<file path="config.mk">
export PLATFORM = sky130hd
export DESIGN_NAME = udc_regs
export DESIGN_NICKNAME = d
export VERILOG_FILES = /design/src/core/udc_pkg.sv /design/src/core/udc_regs.sv
export SDC_FILE = /design/constraint.sdc
export NUM_CORES = 1
export LEC_CHECK = 0
export ABC_AREA = 1
export BUFFER_PORTS_ARGS = -buffer_cell sky130_fd_sc_hd__buf_4
export CORE_MARGIN = 3
export CORE_UTILIZATION = 35
export CTS_BUF_LIST = sky130_fd_sc_hd__clkbuf_16
export DETAILED_ROUTE_END_ITERATION = 16
export REMOVE_ABC_BUFFERS = 1
export SLEW_MARGIN = 20
export SYNTH_ARGS = -nofsm -noshare
export SYNTH_HDL_FRONTEND = slang
export SYNTH_SLANG_ARGS = --single-unit
</file>
<file path="constraint.sdc">
create_clock -name mclk -period 2.5 [get_ports mclk]
set_input_delay 0.75 -clock mclk [delete_from_list [all_inputs] [get_ports mclk]]
set_output_delay 0.75 -clock mclk [all_outputs]
set_load 0.01 [all_outputs]
</file>
<file path="src/core/udc_pkg.sv">
package udc_pkg;
  // register word indices on apb
  localparam logic [7:0] OFF_INT_FLAGS = 8'he1;
  localparam logic [7:0] OFF_INT_ENABLE = 8'he2;
  localparam logic [7:0] OFF_ADDRESS = 8'he3;
  localparam logic [7:0] OFF_FRAME_LOW = 8'he4;
  localparam logic [7:0] OFF_FRAME_HIGH = 8'he5;
  localparam logic [7:0] OFF_FRAME_ERR = 8'he6;
  localparam logic [7:0] OFF_EP_SELECT = 8'he9;
  localparam logic [7:0] OFF_EP_RESET = 8'hea;
  localparam logic [7:0] OFF_EP_CONTROL = 8'heb;
  localparam logic [7:0] OFF_EP_CFG0 = 8'hec;
  localparam logic [7:0] OFF_EP_CFG1 = 8'hed;
  localparam logic [7:0] OFF_GLOBAL_IE = 8'hf0;
  // byte address is four times the printed index
  localparam int ADDR_SHIFT = 2;
  // interrupt flag and enable bit positions
  localparam int BIT_UPRSM = 6;
  localparam int BIT_EORSM = 5;
  localparam int BIT_WAKE = 4;
  localparam int BIT_EORST = 3;
  localparam int BIT_SOF = 2;
  localparam int BIT_SUSP = 0;
  localparam logic [7:0] INT_MASK = 8'h7d;
  // other field positions
  localparam int BIT_ADDR_EN = 7;
  localparam int BIT_FRAME_ERR = 4;
  localparam int BIT_STALL_RQ = 5;
  localparam int BIT_STALL_CLR = 4;
  localparam int BIT_TOGGLE_CLR = 3;
  localparam int BIT_EP_ON = 0;
  localparam int BIT_EP_DIR = 0;
  localparam int KIND_LSB = 6;
  localparam int BYTES_LSB = 4;
  // reset values
  localparam logic [7:0] RST_BYTE = 8'h00;
  localparam logic [10:0] RST_FRAME = 11'h000;
  // suspend idle time, 3 ms at 250 MHz
  localparam int SUSP_TIME_US = 3000;
  localparam int CLK_MHZ = 250;
  localparam int SUSP_CYCLES = SUSP_TIME_US * CLK_MHZ;
  typedef enum logic [1:0] {
    KIND_CONTROL,
    KIND_ISO,
    KIND_BULK,
    KIND_INTR
  } udc_kind_type;
  // per-endpoint state
  typedef struct packed {
    logic on;
    logic hold_reset;
    logic stall_request;
    udc_kind_type kind;
    logic direction;
    logic [2:0] bytes;
  } udc_ep_type;
  // events from the usb line engine
  typedef struct packed {
    logic upstream_resume;
    logic end_resume;
    logic wake;
    logic end_bus_reset;
    logic frame_start;
    logic frame_bad;
    logic [10:0] frame_count;
    logic bus_idle;
    logic stall_sent;
    logic setup_seen;
    logic [2:0] setup_ep;
  } udc_usb_ev_type;
endpackage : udc_pkg

</file>
<file path="src/core/udc_regs.sv">
// Decided for this implementation: the APB slave port.
`timescale 1ns/1ps
module udc_regs #(
  parameter int NUM_EP = 5,
  parameter int SUSP_CYCLES = udc_pkg::SUSP_CYCLES
) (
  input wire logic mclk,
  input wire logic reset,
  input wire logic psel,
  input wire logic penable,
  input wire logic pwrite,
  input wire logic [31:0] paddr,
  input wire logic [31:0] pwdata,
  input wire logic [3:0] pstrb,
  output logic [31:0] prdata,
  output logic pready,
  output logic pslverr,
  input wire udc_pkg::udc_usb_ev_type usb_ev,
  input wire logic [6:0] token_address,
  output logic address_match,
  output logic usb_int,
  output logic [NUM_EP-1:0] toggle_clear_pulse,
  output logic [NUM_EP-1:0] ep_enabled,
  output logic [NUM_EP-1:0] ep_in_reset,
  output logic [NUM_EP-1:0] ep_stall_pending,
  output logic [NUM_EP-1:0] ep_is_in
);
  logic [7:0] flags_reg;
  logic [7:0] enable_reg;
  logic global_ie_reg;
  logic [7:0] address_reg;
  logic [10:0] frame_reg;
  logic frame_err_reg;
  logic [2:0] ep_sel_reg;
  logic [31:0] idle_cnt_reg;
  logic idle_long;
  logic [31:0] prdata_next;
  logic wr;
  logic rd_ok;
  logic [7:0] wbyte;
  logic [7:0] reg_addr;
  logic [7:0] ev_set;
  udc_pkg::udc_ep_type ep_reg [NUM_EP];
  logic [7:0] flags_next;
  logic [31:0] idle_cnt_next;
  logic rd_setup;
  // per-register write strobes, one per landed access
  logic wr_flags;
  logic wr_enable;
  logic wr_global_ie;
  logic wr_address;
  logic wr_select;
  logic wr_ep_reset;
  logic wr_ep_control;
  logic wr_cfg0;
  logic wr_cfg1;
  // selected endpoint state for the read path
  udc_pkg::udc_ep_type ep_cur;
  logic ep_sel_valid;

  // apb decode, zero wait states, low byte lane carries data
  assign reg_addr = paddr[udc_pkg::ADDR_SHIFT +: 8];
  assign wr = psel && penable && pwrite && pstrb[0];
  assign wbyte = pwdata[7:0];
  assign pready = psel && penable;
  assign pslverr = psel && penable && !rd_ok;
  // read data is captured in the setup cycle
  assign rd_setup = psel && !penable && !pwrite;

  // decoded write strobes
  assign wr_flags = wr && (reg_addr == udc_pkg::OFF_INT_FLAGS);
  assign wr_enable = wr && (reg_addr == udc_pkg::OFF_INT_ENABLE);
  assign wr_global_ie = wr && (reg_addr == udc_pkg::OFF_GLOBAL_IE);
  assign wr_address = wr && (reg_addr == udc_pkg::OFF_ADDRESS);
  assign wr_select = wr && (reg_addr == udc_pkg::OFF_EP_SELECT);
  assign wr_ep_reset = wr && (reg_addr == udc_pkg::OFF_EP_RESET);
  assign wr_ep_control = wr && (reg_addr == udc_pkg::OFF_EP_CONTROL);
  assign wr_cfg0 = wr && (reg_addr == udc_pkg::OFF_EP_CFG0);
  assign wr_cfg1 = wr && (reg_addr == udc_pkg::OFF_EP_CFG1);

  // idle count: restarts on line activity, saturates one past the limit
  always_comb begin
    idle_cnt_next = idle_cnt_reg;
    if (!usb_ev.bus_idle) begin
      idle_cnt_next = 32'h0;
    end else if (!idle_long) begin
      idle_cnt_next = idle_cnt_reg + 32'h1;
    end
  end

  // idle counter register
  always_ff @(posedge mclk) begin
    if (reset) begin
      idle_cnt_reg <= 32'h0;
    end else begin
      idle_cnt_reg <= idle_cnt_next;
    end
  end
  // long idle once the count has passed the limit
  assign idle_long = idle_cnt_reg > 32'(SUSP_CYCLES);

  // hardware event set vector
  always_comb begin
    ev_set = 8'h00;
    ev_set[udc_pkg::BIT_UPRSM] = usb_ev.upstream_resume;
    ev_set[udc_pkg::BIT_EORSM] = usb_ev.end_resume;
    ev_set[udc_pkg::BIT_WAKE] = usb_ev.wake;
    ev_set[udc_pkg::BIT_EORST] = usb_ev.end_bus_reset;
    ev_set[udc_pkg::BIT_SOF] = usb_ev.frame_start;
    // one pulse per idle stretch, so a cleared flag stays clear
    ev_set[udc_pkg::BIT_SUSP] = usb_ev.bus_idle &&
      (idle_cnt_reg == 32'(SUSP_CYCLES));
  end

  // next flags: write zero clears, an event in the same cycle wins
  always_comb begin
    flags_next = flags_reg | ev_set;
    if (wr_flags) begin
      flags_next = (flags_reg & wbyte) | ev_set;
    end
    flags_next = flags_next & udc_pkg::INT_MASK;
  end

  // device flags register
  always_ff @(posedge mclk) begin
    if (reset) begin
      flags_reg <= udc_pkg::RST_BYTE;
    end else begin
      flags_reg <= flags_next;
    end
  end

  // interrupt enables, reserved bits held at zero
  always_ff @(posedge mclk) begin
    if (reset) begin
      enable_reg <= udc_pkg::RST_BYTE;
    end else if (wr_enable) begin
      enable_reg <= wbyte & udc_pkg::INT_MASK;
    end
  end

  // global interrupt enable, stands in for the cpu status word
  always_ff @(posedge mclk) begin
    if (reset) begin
      global_ie_reg <= 1'b0;
    end else if (wr_global_ie) begin
      global_ie_reg <= wbyte[0];
    end
  end

  // device address and its enable bit
  always_ff @(posedge mclk) begin
    if (reset) begin
      address_reg <= udc_pkg::RST_BYTE;
    end else if (wr_address) begin
      address_reg <= wbyte;
    end
  end

  // endpoint select
  always_ff @(posedge mclk) begin
    if (reset) begin
      ep_sel_reg <= 3'h0;
    end else if (wr_select) begin
      ep_sel_reg <= wbyte[2:0];
    end
  end

  // interrupt request
  assign usb_int = global_ie_reg && |(flags_reg & enable_reg);

  // address match toward the line engine
  assign address_match = address_reg[udc_pkg::BIT_ADDR_EN] &&
    (address_reg[6:0] == token_address);

  // frame number capture, corrupted frames included
  always_ff @(posedge mclk) begin
    if (reset) begin
      frame_reg <= udc_pkg::RST_FRAME;
    end else if (usb_ev.frame_start) begin
      frame_reg <= usb_ev.frame_count;
    end
  end

  // crc error bit, refreshed on each frame token
  always_ff @(posedge mclk) begin
    if (reset) begin
      frame_err_reg <= 1'b0;
    end else if (usb_ev.frame_start) begin
      frame_err_reg <= usb_ev.frame_bad;
    end
  end

  // per-endpoint state copies
  genvar gi;
  generate
    for (gi = 0; gi < NUM_EP; gi++) begin : g_ep
      logic sel;
      logic stall_hw_clr;
      logic ctl_hit;
      logic cfg0_hit;
      logic cfg1_hit;
      logic tgl_reg;
      // this copy is the one the select register names
      assign sel = (ep_sel_reg == 3'(gi));
      // writes that reach this endpoint through the select register
      assign ctl_hit = wr_ep_control && sel;
      assign cfg0_hit = wr_cfg0 && sel;
      assign cfg1_hit = wr_cfg1 && sel;
      // a sent stall clears every endpoint, a setup only its own
      assign stall_hw_clr = usb_ev.stall_sent ||
        (usb_ev.setup_seen && usb_ev.setup_ep == 3'(gi));
      // configuration and control fields of this endpoint
      always_ff @(posedge mclk) begin
        if (reset) begin
          ep_reg[gi] <= '0;
        end else begin
          if (wr_ep_reset) begin
            ep_reg[gi].hold_reset <= wbyte[gi];
          end
          if (ctl_hit) begin
            ep_reg[gi].on <= wbyte[udc_pkg::BIT_EP_ON];
          end
          // a written request wins over a hardware clear in one cycle
          if (ctl_hit && wbyte[udc_pkg::BIT_STALL_RQ]) begin
            ep_reg[gi].stall_request <= 1'b1;
          end else if (stall_hw_clr) begin
            ep_reg[gi].stall_request <= 1'b0;
          end else if (ctl_hit && wbyte[udc_pkg::BIT_STALL_CLR]) begin
            ep_reg[gi].stall_request <= 1'b0;
          end
          if (cfg0_hit) begin
            ep_reg[gi].kind <= udc_pkg::udc_kind_type'(wbyte[udc_pkg::KIND_LSB +: 2]);
            ep_reg[gi].direction <= wbyte[udc_pkg::BIT_EP_DIR];
          end
          if (cfg1_hit) begin
            ep_reg[gi].bytes <= wbyte[udc_pkg::BYTES_LSB +: 3];
          end
        end
      end
      // toggle clear is a one-cycle pulse, never stored
      always_ff @(posedge mclk) begin
        if (reset) begin
          tgl_reg <= 1'b0;
        end else begin
          tgl_reg <= ctl_hit && wbyte[udc_pkg::BIT_TOGGLE_CLR];
        end
      end
      assign toggle_clear_pulse[gi] = tgl_reg;
      assign ep_enabled[gi] = ep_reg[gi].on;
      assign ep_in_reset[gi] = ep_reg[gi].hold_reset;
      assign ep_stall_pending[gi] = ep_reg[gi].stall_request;
      assign ep_is_in[gi] = (ep_reg[gi].kind != udc_pkg::KIND_CONTROL) &&
        ep_reg[gi].direction;
    end
  endgenerate

  // selected endpoint copy, zero when the select names no endpoint
  assign ep_sel_valid = int'(ep_sel_reg) < NUM_EP;
  always_comb begin
    ep_cur = '0;
    if (ep_sel_valid) begin
      ep_cur = ep_reg[ep_sel_reg];
    end
  end

  // read mux, reserved bits zero
  always_comb begin
    prdata_next = 32'h0;
    rd_ok = 1'b1;
    case (reg_addr)
      udc_pkg::OFF_INT_FLAGS: begin
        prdata_next[7:0] = flags_reg;
      end
      udc_pkg::OFF_INT_ENABLE: begin
        prdata_next[7:0] = enable_reg;
      end
      udc_pkg::OFF_GLOBAL_IE: begin
        prdata_next[0] = global_ie_reg;
      end
      udc_pkg::OFF_ADDRESS: begin
        prdata_next[7:0] = address_reg;
      end
      udc_pkg::OFF_FRAME_LOW: begin
        prdata_next[7:0] = frame_reg[7:0];
      end
      udc_pkg::OFF_FRAME_HIGH: begin
        prdata_next[2:0] = frame_reg[10:8];
      end
      udc_pkg::OFF_FRAME_ERR: begin
        prdata_next[udc_pkg::BIT_FRAME_ERR] = frame_err_reg;
      end
      udc_pkg::OFF_EP_SELECT: begin
        prdata_next[2:0] = ep_sel_reg;
      end
      udc_pkg::OFF_EP_RESET: begin
        for (int i = 0; i < NUM_EP; i++) begin
          prdata_next[i] = ep_reg[i].hold_reset;
        end
      end
      udc_pkg::OFF_EP_CONTROL: begin
        prdata_next[udc_pkg::BIT_STALL_RQ] = ep_cur.stall_request;
        prdata_next[udc_pkg::BIT_EP_ON] = ep_cur.on;
      end
      udc_pkg::OFF_EP_CFG0: begin
        prdata_next[7:6] = ep_cur.kind;
        prdata_next[0] = ep_cur.direction;
      end
      udc_pkg::OFF_EP_CFG1: begin
        prdata_next[6:4] = ep_cur.bytes;
      end
      default: begin
        rd_ok = 1'b0;
      end
    endcase
  end

  // registered read data
  always_ff @(posedge mclk) begin
    if (reset) begin
      prdata <= 32'h0;
    end else if (rd_setup) begin
      prdata <= prdata_next;
    end
  end
endmodule : udc_regs

</file>
Yosys cells after proc, flatten, opt, wreduce, memory -nomap -nowiden
Memories as Yosys holds them, arrays and structs flattened. A register that Yosys moved wholly into a read port is not among the register bits. Index checks and enable logic that the tools add are counted.

Register bits: 81. RAM bits: 45. Memories kept: 1.

Add/subtract/negate cells: 1. $lt $le $gt $ge: 2. Eq/ne operators: 22. Mux-type cells: 162. Bitwise operators: 45. Reduce and logical (&&, ||, !) cells: 76.

Memories: ep_reg (words 5, width 9, read ports 6, clocked after Yosys merged registers in 1, write ports 5, line udc_regs.sv:43) `udc_pkg::udc_ep_type ep_reg [NUM_EP];`.

Operator list (count): 1-bit two-way mux (141); 8-bit == test, second input constant (12); 1-bit logical AND (58); 1-bit bitwise OR (40); 32-bit by 1-bit adder with 32-bit output, second input constant (1); 32-bit by 20-bit == test with 1-bit output, second input constant (1); 32-bit by 20-bit greater-than comparator with 1-bit output, second input constant (1); 3-bit two-way mux (7); 7-bit bitwise AND (2); 7-bit bitwise OR (2); 2-bit case mux with 7 select lines (1); 3-bit by 2-bit == test with 1-bit output, second input constant (4); 1-bit case mux with 6 select lines (2); 12-bit OR reduction (1); 2-bit two-way mux (5); 1-bit case mux with 10 select lines (1); 2-bit nonzero test (5); 9-bit two-way mux (1); 8-bit OR reduction (1); 7-bit == test (1); 7-bit two-way mux (1); 1-bit case mux with 7 select lines (1); 3-bit by 1-bit == test with 1-bit output, second input constant (2); 3-bit == test, second input constant (2); other kinds (8) (15).

Depth between registers and ports, before layout
Gate-level depths: netlist (run 1).

Depth in word-level cells: 12. Gate-level depth with buffers: 12. Gate-level depth less buffers: 11.

Worst setup path after synthesis (run 1)
No wires, ideal clock.

Kind: input -> output. From: in paddr[6]. To: out pslverr. Data arrival time: 1.734 ns. Data required time: 1.750 ns. Setup slack: 0.016 ns. Stages: 9. Path buffers: 1. Cell sequence: inv_1 -> nand2_1 -> nor2_2 -> buf_2 -> nand2_1 -> inv_1 -> nor2_1 -> o211ai_1 -> nor4_1.

Word-level cells in the longest chain between the ends: 5. Elaborated cells between the ends (all ways): 16. Those cells by class: eq/ne (12); mux (1); reduce/logical (3).

Ends and longest elaborated chain: from (decl) (line udc_regs.sv:12) `input wire logic [31:0] paddr,`; 8-bit == test (line udc_regs.sv:271) `case (reg_addr)`; 12-bit OR reduction (no line) (*); 1-bit two-way mux (*) (line udc_regs.sv:271); 1-bit logical NOT (*) (line udc_regs.sv:66) `assign pslverr = psel && penable && !rd_ok;`; 1-bit logical AND (*) (line udc_regs.sv:66); to (decl) (line udc_regs.sv:17) `output logic pslverr,`.

Mark *: on every way between the ends. The rest lies on a longest branch, timed or not.

Final worst setup path (run 1)
From: in paddr[2]. To: out pslverr.

Same word-level chain as after synthesis.

==> summary by stage, run 1 <==
Min path
The tightest min-delay check is of the register to register type. For hold timing, the worst endpoint is idle_cnt_reg[24]. The startpoint identified for the worst hold timing path is idle_cnt_reg[24]. Counting instances, the worst hold path has a depth of 2.

Die
For this configuration, the core starts out at a cell density of ~36%. The vertical die dimension is ~140 µm. The overall die area is ~21000 µm². The floorplan has 50 rows. The die is between 100 and 150 µm wide. The I/O pin count is ~160. The core region is 18800 µm².

Yosys
The async set or reset register ratio after synthesis is 0%. The commonest register cell after synthesis is sky130_fd_sc_hd__dfxtp_1. The mapped netlist covers between 6000 and 7000 µm². The count of unique library cells instantiated by Yosys is 38. The number of flops mapped to enable cells by yosys is 45.

Averaged over all synthesized cells, the footprint is between 7 and 8 µm². Yosys printed 0 warnings. The area share of the leading cell type in the synthesized netlist is 25.0%.

The synthesized design contains about 130 register bits. Synthesis handed over a netlist of approximately 920 instances. The cell type contributing the most total cell area after synthesis is sky130_fd_sc_hd__dfxtp_1. By area the synthesized netlist is led by sky130_fd_sc_hd__dfxtp_1, sky130_fd_sc_hd__edfxtp_1, sky130_fd_sc_hd__nand2_1, sky130_fd_sc_hd__nor2_1, sky130_fd_sc_hd__nand3_1. The share of the Yosys chip area taken by registers is ~45%.

Worst setup path
Measured in cells, the most critical reg-to-reg path has a length of 9. At the worst endpoint, the required time is between 1.5 and 2 ns. For flop-to-flop paths, the worst setup slack is roughly 0.7 ns. The critical path goes through buf_4 > inv_1 > nand2_2 > buf_6 > inv_1 > nand3_2 > nand4_1 > nor4_2 > buf_4 > buf_6. In this run the worst path has a maximum fanout of 3. The setup path with the least slack is of type input port to primary output. The kind of start point of the critical path is an input port.

The reg-to-reg critical path startpoint is idle_cnt_reg[13]. STA puts the critical path data arrival time at 1.86 ns. The endpoint of the lowest-slack register-to-register path is idle_cnt_reg[0]. The library cell contributing the largest single delay on the critical path is sky130_fd_sc_hd__nor4_2. The biggest cell delay along the critical path is 0.26 ns. The endpoint type of the worst setup path is a primary output.

Finish
The number of inserted diodes is 0. The post-layout net count is around 1.1k. The post-route cell area is 8400 µm². The fraction of final layout cells sized beyond drive strength 1 is 18.7%.

The register with the most flip-flops in the layout has 45 of them. The post-route non-filler standard cell count is between 1k and 1.5k. Leaving out fill and tap cells, the most frequent cells in the layout are sky130_fd_sc_hd__nor2_1, sky130_fd_sc_hd__nand2_1, sky130_fd_sc_hd__buf_4. The layout-stage area growth over the synthesis result is 24.7%.

The leading cell type in the layout, fill and taps excluded is sky130_fd_sc_hd__nor2_1.

STA
Across all setup checks in the final design, the least slack found is -0.111 ns. The final critical-path required period is approximately 2.6 ns. The fmax is approximately 0.38 GHz.

The actual transition at the worst max-transition pin is ~0.57 ns. The number of endpoints failing setup at the final stage is 1. In the finished design, the share of the clock period the worst path needs comes to 104%. The worst pin sits at a relative slew slack of between 60% and 70%. The final hold violation count is 0. Setup repair after global routing could not meet its margin everywhere. The number of max-slew violations in the final report is 0. On the final layout, the worst clock skew is about 0.0081 ns.

Pwr
The proportion of total power due to net switching is a little under a quarter. The internal portion of the total power is slightly above 4 mW. Across the VDD grid, the largest voltage drop is about 0.50 mV. Combinational cells account for approximately 6.8% of the total power. The share of power burned in registers is a little over two fifths. The static leakage is about 3.6 nW. Power spread over the standard cell area amounts to 627 nW/µm². The share of total power in the clock network is between 50% and 60%. For this design the total switching power over the nets is ~1.2 mW.

CTS
TritonCTS built the clock tree. The number of buffers created by CTS is 17. The number of sinks handled by clock tree synthesis is 129. The H-tree was split into 4 levels. The clock transition at the registers of the reported paths is ~0.06 ns. The number of hold buffers added after CTS was 0. No sink is reached through more buffers than the 2 on the longest clock path. The clock reaches the later pin of the worst-skew pair after around 0.42 ns. The CTS root buffer is sky130_fd_sc_hd__clkbuf_16.

Drt
In the final routed layout, each cell accounts on average for 14.1 µm. After detailed routing, the number of remaining DRC violations is 0. The first detailed-routing pass took 5 iterations. Using the TritonRoute via totals, the vias-per-cell ratio works out to between 4 and 5.

The number of nets still failing antenna checks after routing is 0. The initial DRC count is between 300 and 400. The detailed-route wire length is between 15000 and 20000 µm. The overall via count from detail_route is ~6.2k.

Global routing
The total track usage is between 10% and 20%. The initial antenna violation count is 0. Entering global routing, the biggest net connects 28 pins.

The number of global-route vias before repair is 5659. The total overflow left after global routing is 0. The first global-routing pass estimated 27800 µm of wire.

Placement
The count of buffers added on input and output ports is 88. Detailed placement finished with a half-perimeter wire length of around 13000 µm. The global placement routability congestion is around 0.89. The instance count after placement with tap cells included is 1239. Prior to clock tree synthesis, the placed netlist has a worst setup slack of -0.249 ns. Summing all placed instances gives a cell area of a little under 8000 µm².

Status
The final reports fail on setup timing. The flow ran to the end, but the final reports show violations.

Flow run
The max-cap violation count is 0.
[synth_stat cells, types with 2 or more instances]
master and count:
sky130_fd_sc_hd__nand2_1 170, sky130_fd_sc_hd__nand3_1 73, sky130_fd_sc_hd__dfxtp_1 84, sky130_fd_sc_hd__nor4_1 3, sky130_fd_sc_hd__o21ai_0 63, sky130_fd_sc_hd__buf_4 45, sky130_fd_sc_hd__clkbuf_1 15, sky130_fd_sc_hd__xor2_1 13
sky130_fd_sc_hd__a21oi_1 56, sky130_fd_sc_hd__or2_2 2, sky130_fd_sc_hd__edfxtp_1 45, sky130_fd_sc_hd__nor2_1 170, sky130_fd_sc_hd__nor2_2 4, sky130_fd_sc_hd__nand4_1 14, sky130_fd_sc_hd__buf_6 2, sky130_fd_sc_hd__nor3_1 15
sky130_fd_sc_hd__xnor2_1 6, sky130_fd_sc_hd__a211oi_1 2, sky130_fd_sc_hd__clkinv_1 3, sky130_fd_sc_hd__o22ai_1 3, sky130_fd_sc_hd__inv_1 95, sky130_fd_sc_hd__o211ai_1 9, sky130_fd_sc_hd__nand3b_1 2, sky130_fd_sc_hd__ha_1 2
sky130_fd_sc_hd__buf_2 8
[layer usage]
metal  GRT usage (%)  vias up  part of all wire, %
met5               0        -                    0
met4            4.52        0                  1.2
met3            3.94       13                  5.3
met2            29.3      169                   49
met1            21.7     2841                   44
li1                -     3142                    -
[worst max-delay path, delay by kind of cell]
| family | cells | cell delay, ns |
|---|---|---|
| buf+inv | 6 | 0.57 |
| simple gates | 4 | 0.54 |
[per-stage QoR]
step | power, mW | hold slack (ns) | utilization [%] | TNS [ns]
2_1_floorplan | 2.43 | 0.408 | - | -0.388
3_3_place_gp | 2.63 | 0.415 | 40.9 | -0.222
3_5_place_dp | 2.64 | 0.421 | 40.9 | -0.249
4_1_cts | 5.31 | 0.429 | 44.4 | -0.210
5_1_grt | 5.47 | 0.444 | 44.7 | -0.216
6_report | 5.27 | 0.426 | 44.7 | -0.111
[power groups by stage]
stage	clock, mW	combinational, mW	sequential [mW]
after global routing	2.82	0.399	2.25
after CTS	2.71	0.350	2.25
final	2.66	0.357	2.25
after detailed placement	0	0.344	2.29
after global placement	0	0.342	2.29
after floorplan	0	0.147	2.29
[logic make-up (layout without fill, tap and decap cells)]
family | count (synthesis) | count (layout) | share of synthesized area, %
xor+xnor | 19 | 19 | 2.47
simple gates | 457 | 457 | 28.6
flops | 129 | 129 | 45.1
fa+ha+maj | 2 | 2 | 0.372
buf+inv | 170 | 269 | 12.4
other cells | 1 | 24 | 0.0557
compound gates | 139 | 139 | 11.1
[cell type report]
class	count	area, µm²
repair buffers	138	1060
multi-input cells	641	3000
flip-flops and latches	129	3030
fillers	1914	10400
well taps	234	293
clock buffers	17	425
clock inverters	15	211
inverters	99	372
[worst max path at each step]
stage	from	endpoint	slack (ns)	cells after the start
2_1_floorplan	paddr[6]	pslverr	-0.12	8
3_3_place_gp	paddr[8]	pslverr	-0.22	11
3_5_place_dp	paddr[8]	pslverr	-0.25	11
4_1_cts	paddr[6]	pslverr	-0.21	11
5_1_grt	paddr[4]	pslverr	-0.22	11
6_report	paddr[2]	pslverr	-0.11	10
[timing repair]
item / in CTS / in global routing
endpoints found under the setup margin: 1 / 1
buffers inserted: 2 / 1
pin swaps: 5 / 8
gates resized for setup: 8 / 14
(Power assumes the default switching activity.)
==> inputs of run 2 (changes only) <==
Settings changed: CELL_PAD_IN_SITES_DETAIL_PLACEMENT set to 1, CELL_PAD_IN_SITES_GLOBAL_PLACEMENT set to 2, CORE_UTILIZATION 35 to 30, PLACE_DENSITY_LB_ADDON set to 0.1.
==> run 2 against run 1 <==
Net effect: the flow still finishes with violations (setup timing); clock skew fell by 0.0032 ns; first-iteration DRC count fell by 33%; global-route usage rose by 0.86 points; hold slack improved by 0.0016 ns; cell count rose by 4.6%; core utilization fell by 5.5 points; via count rose by 0.11%; critical path type unchanged.
==> summary by stage, run 2 (same netlist as run 1, synthesis figures left out) <==
Drt
The detailed-router iteration count before antenna repair was 4 (was 5). The number of nets still failing antenna checks after routing is 0 (unchanged). The initial DRC count is 255 (was 380). The overall via count from detail_route is 6172 (was 6165). The average wire length per cell after detail routing is 16.1 µm (was 14.1 µm). The via density per instance is 4.63 (was 4.84).

The number of remaining DRC errors is 0 (unchanged). The detailed-route wire length is 21500 µm (was 18000 µm).

CTS
The deepest level of the CTS H-tree is 4 (unchanged). The clock transition at the registers of the reported paths is 0.06 ns (about the same). The worst-skew pair later-pin latency is 0.42 ns (about the same). The CTS root buffer is sky130_fd_sc_hd__clkbuf_16 (unchanged).

The number of buffers created by CTS came to 17 (unchanged). The number of hold buffers added after cts came to 0 (unchanged). The number of sinks handled by clock tree synthesis is 129 (unchanged). The TritonCTS clock tree was yes (unchanged). The maximum root-to-sink buffer count is 2 (unchanged).

Worst setup path
The library cell contributing the largest single delay on the critical path is sky130_fd_sc_hd__nor4_4 (was sky130_fd_sc_hd__nor4_2). The logic depth of the worst register-to-register path is 9 (unchanged). The cell occurring most often along the worst timing path is sky130_fd_sc_hd__buf_6. The cell class contributing the biggest share of worst-path delay is simple AND/OR/NAND/NOR gates (was buffers and inverters). The maximum fanout along the worst path is 5 (was 3).

The category of the critical setup timing path is input port to primary output (unchanged). The data required time at the worst endpoint is 1.75 ns (about the same). The number of cells on the critical path came to 8 (was 10). The worst setup slack for register-to-register paths is 0.60 ns (was 0.71 ns).

The biggest cell delay along the critical path is 0.33 ns (was 0.26 ns). The endpoint of the lowest-slack register-to-register path is idle_cnt_reg[0] (unchanged). The end of the critical path is pslverr (unchanged).

The kind of start point of the critical path is an input port (unchanged). The arrival time of the worst setup path is 1.82 ns (was 1.86 ns). List of cells traversed by the critical path: buf_4 > nand2_4 > nor2_4 > buf_6 > nand3_2 > nand4_1 > nor4_4 > buf_6 (was buf_4 > inv_1 > nand2_2 > buf_6 > inv_1 > nand3_2 > nand4_1 > nor4_2 > buf_4 > buf_6). The reg-to-reg critical path startpoint is idle_cnt_reg[4] (was idle_cnt_reg[13]).

The launch point of the worst path is paddr[8] (was paddr[2]). The endpoint type of the worst setup path is a primary output (unchanged). The number of buffers and inverters on the critical path is 3 (was 6).

Finish
The area taken by flip-flops and latches is 3030 µm² (unchanged). The fraction of final layout cells sized beyond drive strength 1 was 20.6% (was 18.7%). The flip-flop count of the largest register, all copies and words added was 45 (unchanged).

The post-layout net count is 1144 (was 1131). The number of filler instances in the final layout is 2705 (was 1914). The footprint of the multi-input gates is 3050 µm² (was 3000 µm²). Most frequent cells in the layout: sky130_fd_sc_hd__nor2_1, sky130_fd_sc_hd__nand2_1, sky130_fd_sc_hd__buf_4 (unchanged). The layout-stage area growth over the synthesis result came to 27.9% (was 24.7%).

The leading cell type in the layout, fill and taps excluded is sky130_fd_sc_hd__nor2_1 (unchanged). The number of inserted diodes is 0 (unchanged).

Global routing
The largest net degree at the start of global routing is 33 (was 28). The residual overflow from global routing is 0 (unchanged). The initial antenna violation count was 0 (unchanged). The total track usage was 17.9% (was 17.1%).

The number of global-route vias before repair is 6283 (was 5659). The wire length of the first global-routing pass is 33800 µm (was 27800 µm).

STA
The post-route fraction of the period consumed by the critical path was 103% (was 104%). The final hold violation count was 0 (unchanged). The number of endpoints failing setup at the final stage is 1 (unchanged). The post-route setup TNS is -0.0728 ns (was -0.111 ns). The actual transition at the worst max-transition pin was 0.641 ns (was 0.570 ns).

The number of max-slew violations in the final report is 0 (unchanged). Setup repair after global routing missed its margin: true (unchanged). The final critical-path required period is 2.57 ns (was 2.61 ns). The fmax was 0.389 GHz (was 0.383 GHz). The post-route clock skew is 0.00495 ns (was 0.00811 ns).

The worst slew margin relative to its limit is 56.9% (was 61.7%). The minimum setup slack in the final design is -0.0728 ns (was -0.111 ns).

Die
The number of placement rows is 54 (was 50). The chip width is 156 µm (was 145 µm). The overall die area was 24300 µm² (was 20900 µm²). The starting density of the core is 30.6% (was 35.9%). The I/O pin count is 164 (unchanged). The vertical die dimension came to 156 µm (was 145 µm). The area inside the core boundary is 22000 µm² (was 18800 µm²).

Pwr
The power consumption is 5.21 mW (was 5.27 mW). The power per cell area is 605 nW/µm² (was 627 nW/µm²). The static leakage was 3.69 nW (was 3.60 nW). The largest voltage drop on the vdd net is 0.407 mV (was 0.502 mV).

Flow run
The max-cap violation count is 0 (unchanged).

Placement
The number of port buffers came to 88 (unchanged). The detailed-placement wirelength estimate is 16500 µm (was 13500 µm). The global placement routability congestion is 0.820 (was 0.893).

Status
Run status: finished with violations (unchanged). Violated checks: setup timing (unchanged).

Min path
The path type of the worst min-delay path is register to register (unchanged).
run 2: cell count changes in the layout (fill, tap and decap cells not counted), sizes merged:
cell and delta:
buf +13, bufinv -3, clkbuf +4, clkinv +1, clkinvlp -2
run 2: timing repair:
item / in CTS / in global routing
buffers inserted: 7 / 4
endpoints found under the setup margin: 1 / 1
gates resized for setup: 33 / 14
pin swaps: 9 / 6
run 2: through the flow:
step	hold WS (ns)	instances	utilization, %	instance area (µm²)	setup slack [ns]
after floorplan	0.408	869	-	6360	-0.123
after global placement	0.415	1291	35.5	7780	-0.422
after detailed placement	0.422	1291	35.5	7780	-0.413
after CTS	0.430	1329	38.9	8530	-0.155
after global routing	0.445	1332	39.2	8610	-0.124
final	0.428	1332	39.2	8610	-0.0728
run 2: final cells by class:
cell class              instances  area share, %
flip-flops and latches        129           35.2
clock inverters                11           1.12
well taps                     280           4.07
multi-input cells             641           35.5
inverters                      99           4.40
repair buffers                151           13.6
clock buffers                  21           6.11
run 2: worst min-delay path: stages (launching register included):
cell and delay (ns):
sky130_fd_sc_hd__dfxtp_1 0.31, sky130_fd_sc_hd__inv_1 0.05, sky130_fd_sc_hd__nor2_1 0.03
run 2: power by group:
group | switching [mW] | internal (mW)
clock network | 0.969 | 1.60
registers | 0.0286 | 2.22
logic | 0.227 | 0.161
total | 1.22 | 3.98
run 2: worst min-delay path by stage:
stage,start,end,slack (ns),cells past startpoint
floorplan,idle_cnt_reg[25],idle_cnt_reg[25],0.41,2
global placement,idle_cnt_reg[24],idle_cnt_reg[24],0.42,2
detailed placement,idle_cnt_reg[24],idle_cnt_reg[24],0.42,2
CTS,idle_cnt_reg[31],idle_cnt_reg[31],0.43,2
global route,idle_cnt_reg[25],idle_cnt_reg[25],0.44,2
finish,idle_cnt_reg[30],idle_cnt_reg[30],0.43,2
run 2: per-layer routing:
metal	global-route usage [%]	share of wire, %	vias to the layer above	routed length [µm]
met1	23.8	47	2886	10100
met2	30.1	48	108	10400
met4	4.75	1.1	0	233
met5	0	0	-	0
li1	-	-	3161	-
met3	3.30	3.6	17	776
==> inputs of run 3 (changes only) <==
Settings changed: CTS_CLUSTER_DIAMETER set to 60, GPL_TIMING_DRIVEN set to 0.
==> run 3 against run 2 <==
Net effect: count of clock-buffer cells in the layout shrank 4; die area is the same; via count shrank 2.3%; critical endpoint unchanged; power shrank 7.1%; sequential power is essentially flat; the flow still finishes with violations (setup timing); non-clock buffer count shrank 37; maximum frequency is essentially flat.
==> summary by stage, run 3 (same netlist as run 1, synthesis figures left out) <==
CTS
The number of buffers created by CTS is 17 (unchanged). The number of sinks handled by clock tree synthesis is 129 (unchanged). The CTS root buffer is sky130_fd_sc_hd__clkbuf_16 (unchanged). The worst-skew pair later-pin latency is 0.41 ns (was 0.42 ns). The clock transition at the registers of the reported paths was 0.05 ns (was 0.06 ns). The deepest level of the CTS H-tree was 4 (unchanged). The number of hold buffers added after cts is 0 (unchanged). The TritonCTS clock tree is yes (unchanged). The maximum root-to-sink buffer count is 2 (unchanged).

STA
The worst slack on hold paths is 0.429 ns (was 0.428 ns). The number of endpoints failing setup at the final stage is 1 (unchanged). The actual transition at the worst max-transition pin is 1.00 ns (was 0.641 ns). The post-route clock skew was 0.00593 ns (was 0.00495 ns).

The post-route fraction of the period consumed by the critical path is 103% (about the same). The worst slew margin relative to its limit is 32.6% (was 56.9%). The number of max-slew violations in the final report is 0 (unchanged). The fmax was 0.389 GHz (about the same).

The final hold violation count was 0 (unchanged). The final critical-path required period is 2.57 ns (about the same). The minimum setup slack in the final design is -0.0715 ns (was -0.0728 ns). Setup repair after global routing missed its margin: true (unchanged).

Status
Run status: finished with violations (unchanged). Violated checks: setup timing (unchanged).

Global routing
The initial antenna violation count is 0 (unchanged). The wire length of the first global-routing pass is 33300 µm (was 33800 µm). The total track usage is 17.6% (was 17.9%). The residual overflow from global routing is 0 (unchanged).

The largest net degree at the start of global routing is 65 (was 33). The number of global-route vias before repair is 6086 (was 6283).

Finish
Most frequent cells in the layout: sky130_fd_sc_hd__nor2_1, sky130_fd_sc_hd__nand2_1, sky130_fd_sc_hd__buf_4 (unchanged). The leading cell type in the layout, fill and taps excluded is sky130_fd_sc_hd__nor2_1 (unchanged). The number of filler instances in the final layout is 2689 (was 2705). The post-layout net count is 1109 (was 1144).

The layout-stage area growth over the synthesis result was 23.3% (was 27.9%). The area taken by flip-flops and latches is 3030 µm² (unchanged). The number of inserted diodes came to 0 (unchanged). The flip-flop count of the largest register, all copies and words added is 45 (unchanged). The fraction of the core area covered by cells at the end of the flow is 37.8% (was 39.2%). The fraction of final layout cells sized beyond drive strength 1 is 17.6% (was 20.6%). The footprint of the multi-input gates is 3110 µm² (was 3050 µm²).

Drt
The overall via count from detail_route is 6030 (was 6172). The number of nets still failing antenna checks after routing came to 0 (unchanged). The average wire length per cell after detail routing is 16.4 µm (was 16.1 µm). The via density per instance was 4.65 (was 4.63). The initial DRC count is 274 (was 255). The number of remaining DRC errors is 0 (unchanged).

The detailed-router iteration count before antenna repair is 4 (unchanged). The detailed-route wire length is 21300 µm (was 21500 µm).

Worst setup path
The arrival time of the worst setup path is 1.82 ns (about the same). The library cell contributing the largest single delay on the critical path is sky130_fd_sc_hd__nor4_2 (was sky130_fd_sc_hd__nor4_4). The kind of start point of the critical path was an input port (unchanged). The number of buffers and inverters on the critical path came to 3 (unchanged). The maximum fanout along the worst path came to 5 (unchanged). The endpoint type of the worst setup path was a primary output (unchanged). The category of the critical setup timing path is input port to primary output (unchanged).

The data required time at the worst endpoint is 1.75 ns (about the same). The cell class contributing the biggest share of worst-path delay is simple AND/OR/NAND/NOR gates (unchanged). List of cells traversed by the critical path: buf_8 > nand2_8 > nor2_4 > buf_6 > nand3_4 > nand4_1 > nor4_2 > buf_4 (was buf_4 > nand2_4 > nor2_4 > buf_6 > nand3_2 > nand4_1 > nor4_4 > buf_6).

The biggest cell delay along the critical path is 0.33 ns (about the same).

Min path
The path type of the worst min-delay path is register to register (unchanged).

Placement
The global placement routability congestion came to 0.798 (was 0.820). The detailed-placement wirelength estimate came to 15600 µm (was 16500 µm). The pre-CTS worst setup slack came to -0.989 ns (was -0.413 ns). The number of port buffers is 88 (unchanged).

Flow run
The max-cap violation count was 0 (unchanged).

Die
The overall die area was 24300 µm² (unchanged). The chip width came to 156 µm (unchanged). The area inside the core boundary is 22000 µm² (unchanged).

The I/O pin count was 164 (unchanged). The vertical die dimension was 156 µm (unchanged). The starting density of the core is 30.6% (unchanged). The number of placement rows is 54 (unchanged).

Pwr
The power per cell area is 583 nW/µm² (was 605 nW/µm²). The largest voltage drop on the vdd net is 0.421 mV (was 0.407 mV). The static leakage is 3.46 nW (was 3.69 nW).
## run 3: cell count changes in the layout (fill, tap and decap cells not counted), moves of 3 or more
cell,previous run,this run
sky130_fd_sc_hd__buf_4,141,102
sky130_fd_sc_hd__buf_8,0,3
sky130_fd_sc_hd__clkbuf_16,21,17
sky130_fd_sc_hd__clkinv_4,4,1
sky130_fd_sc_hd__inv_1,90,93
sky130_fd_sc_hd__nand2_8,0,3
## run 3: path summary, 6_finish.rpt
path,to,from,slack [ns],depth (start not counted)
setup / recovery,pslverr,paddr[8],-0.07,8
hold / removal,idle_cnt_reg[23],idle_cnt_reg[23],0.43,2
setup reg to reg,prdata[5],register,0.29,9
hold reg to reg,idle_cnt_reg[23],idle_cnt_reg[23],0.43,2
## run 3: repair_timing
item,in CTS,in global routing
gates resized for setup,37,23
setup endpoints to repair,92,7
buffers inserted,19,7
gates cloned,2,0
pin swaps,11,8
## run 3: metal layers
layer | up-vias | track usage, % | wire length, µm
met1 | 2816 | 23.1 | 9910
met3 | 14 | 3.61 | 741
met4 | 0 | 3.74 | 191
met5 | - | 0 | 0
li1 | 3095 | - | -
met2 | 105 | 30.2 | 10400
## run 3: power breakdown
part,internal [mW],switching [mW]
Clock,1.32,0.895
Combinational,0.143,0.226
Sequential,2.22,0.0277
Total,3.69,1.15
## run 3: area by class of cell
class / count / share of cell area [%]
tap: 280 / 4.22
multi-input combinational: 643 / 37.4
clock buffer: 17 / 5.13
timing repair buffer: 114 / 11.0
sequential: 129 / 36.6
clock inverter: 14 / 1.09
inverter: 99 / 4.57
## run 3: tightest hold or removal path, cell delays in order, from the launching register on
cell and delay (ns):
sky130_fd_sc_hd__dfxtp_1 0.31, sky130_fd_sc_hd__inv_1 0.05, sky130_fd_sc_hd__nor2_1 0.03
## run 3: metrics by stage
stage	TNS (ns)	cell area, µm²	instances	power, mW
after floorplan	-0.388	6360	869	2.43
after global placement	-87.36	7370	1237	2.61
after detailed placement	-76.97	7370	1237	2.62
after CTS	-0.0613	8150	1289	4.88
after global routing	-0.136	8300	1296	5.04
final	-0.0715	8300	1296	4.84
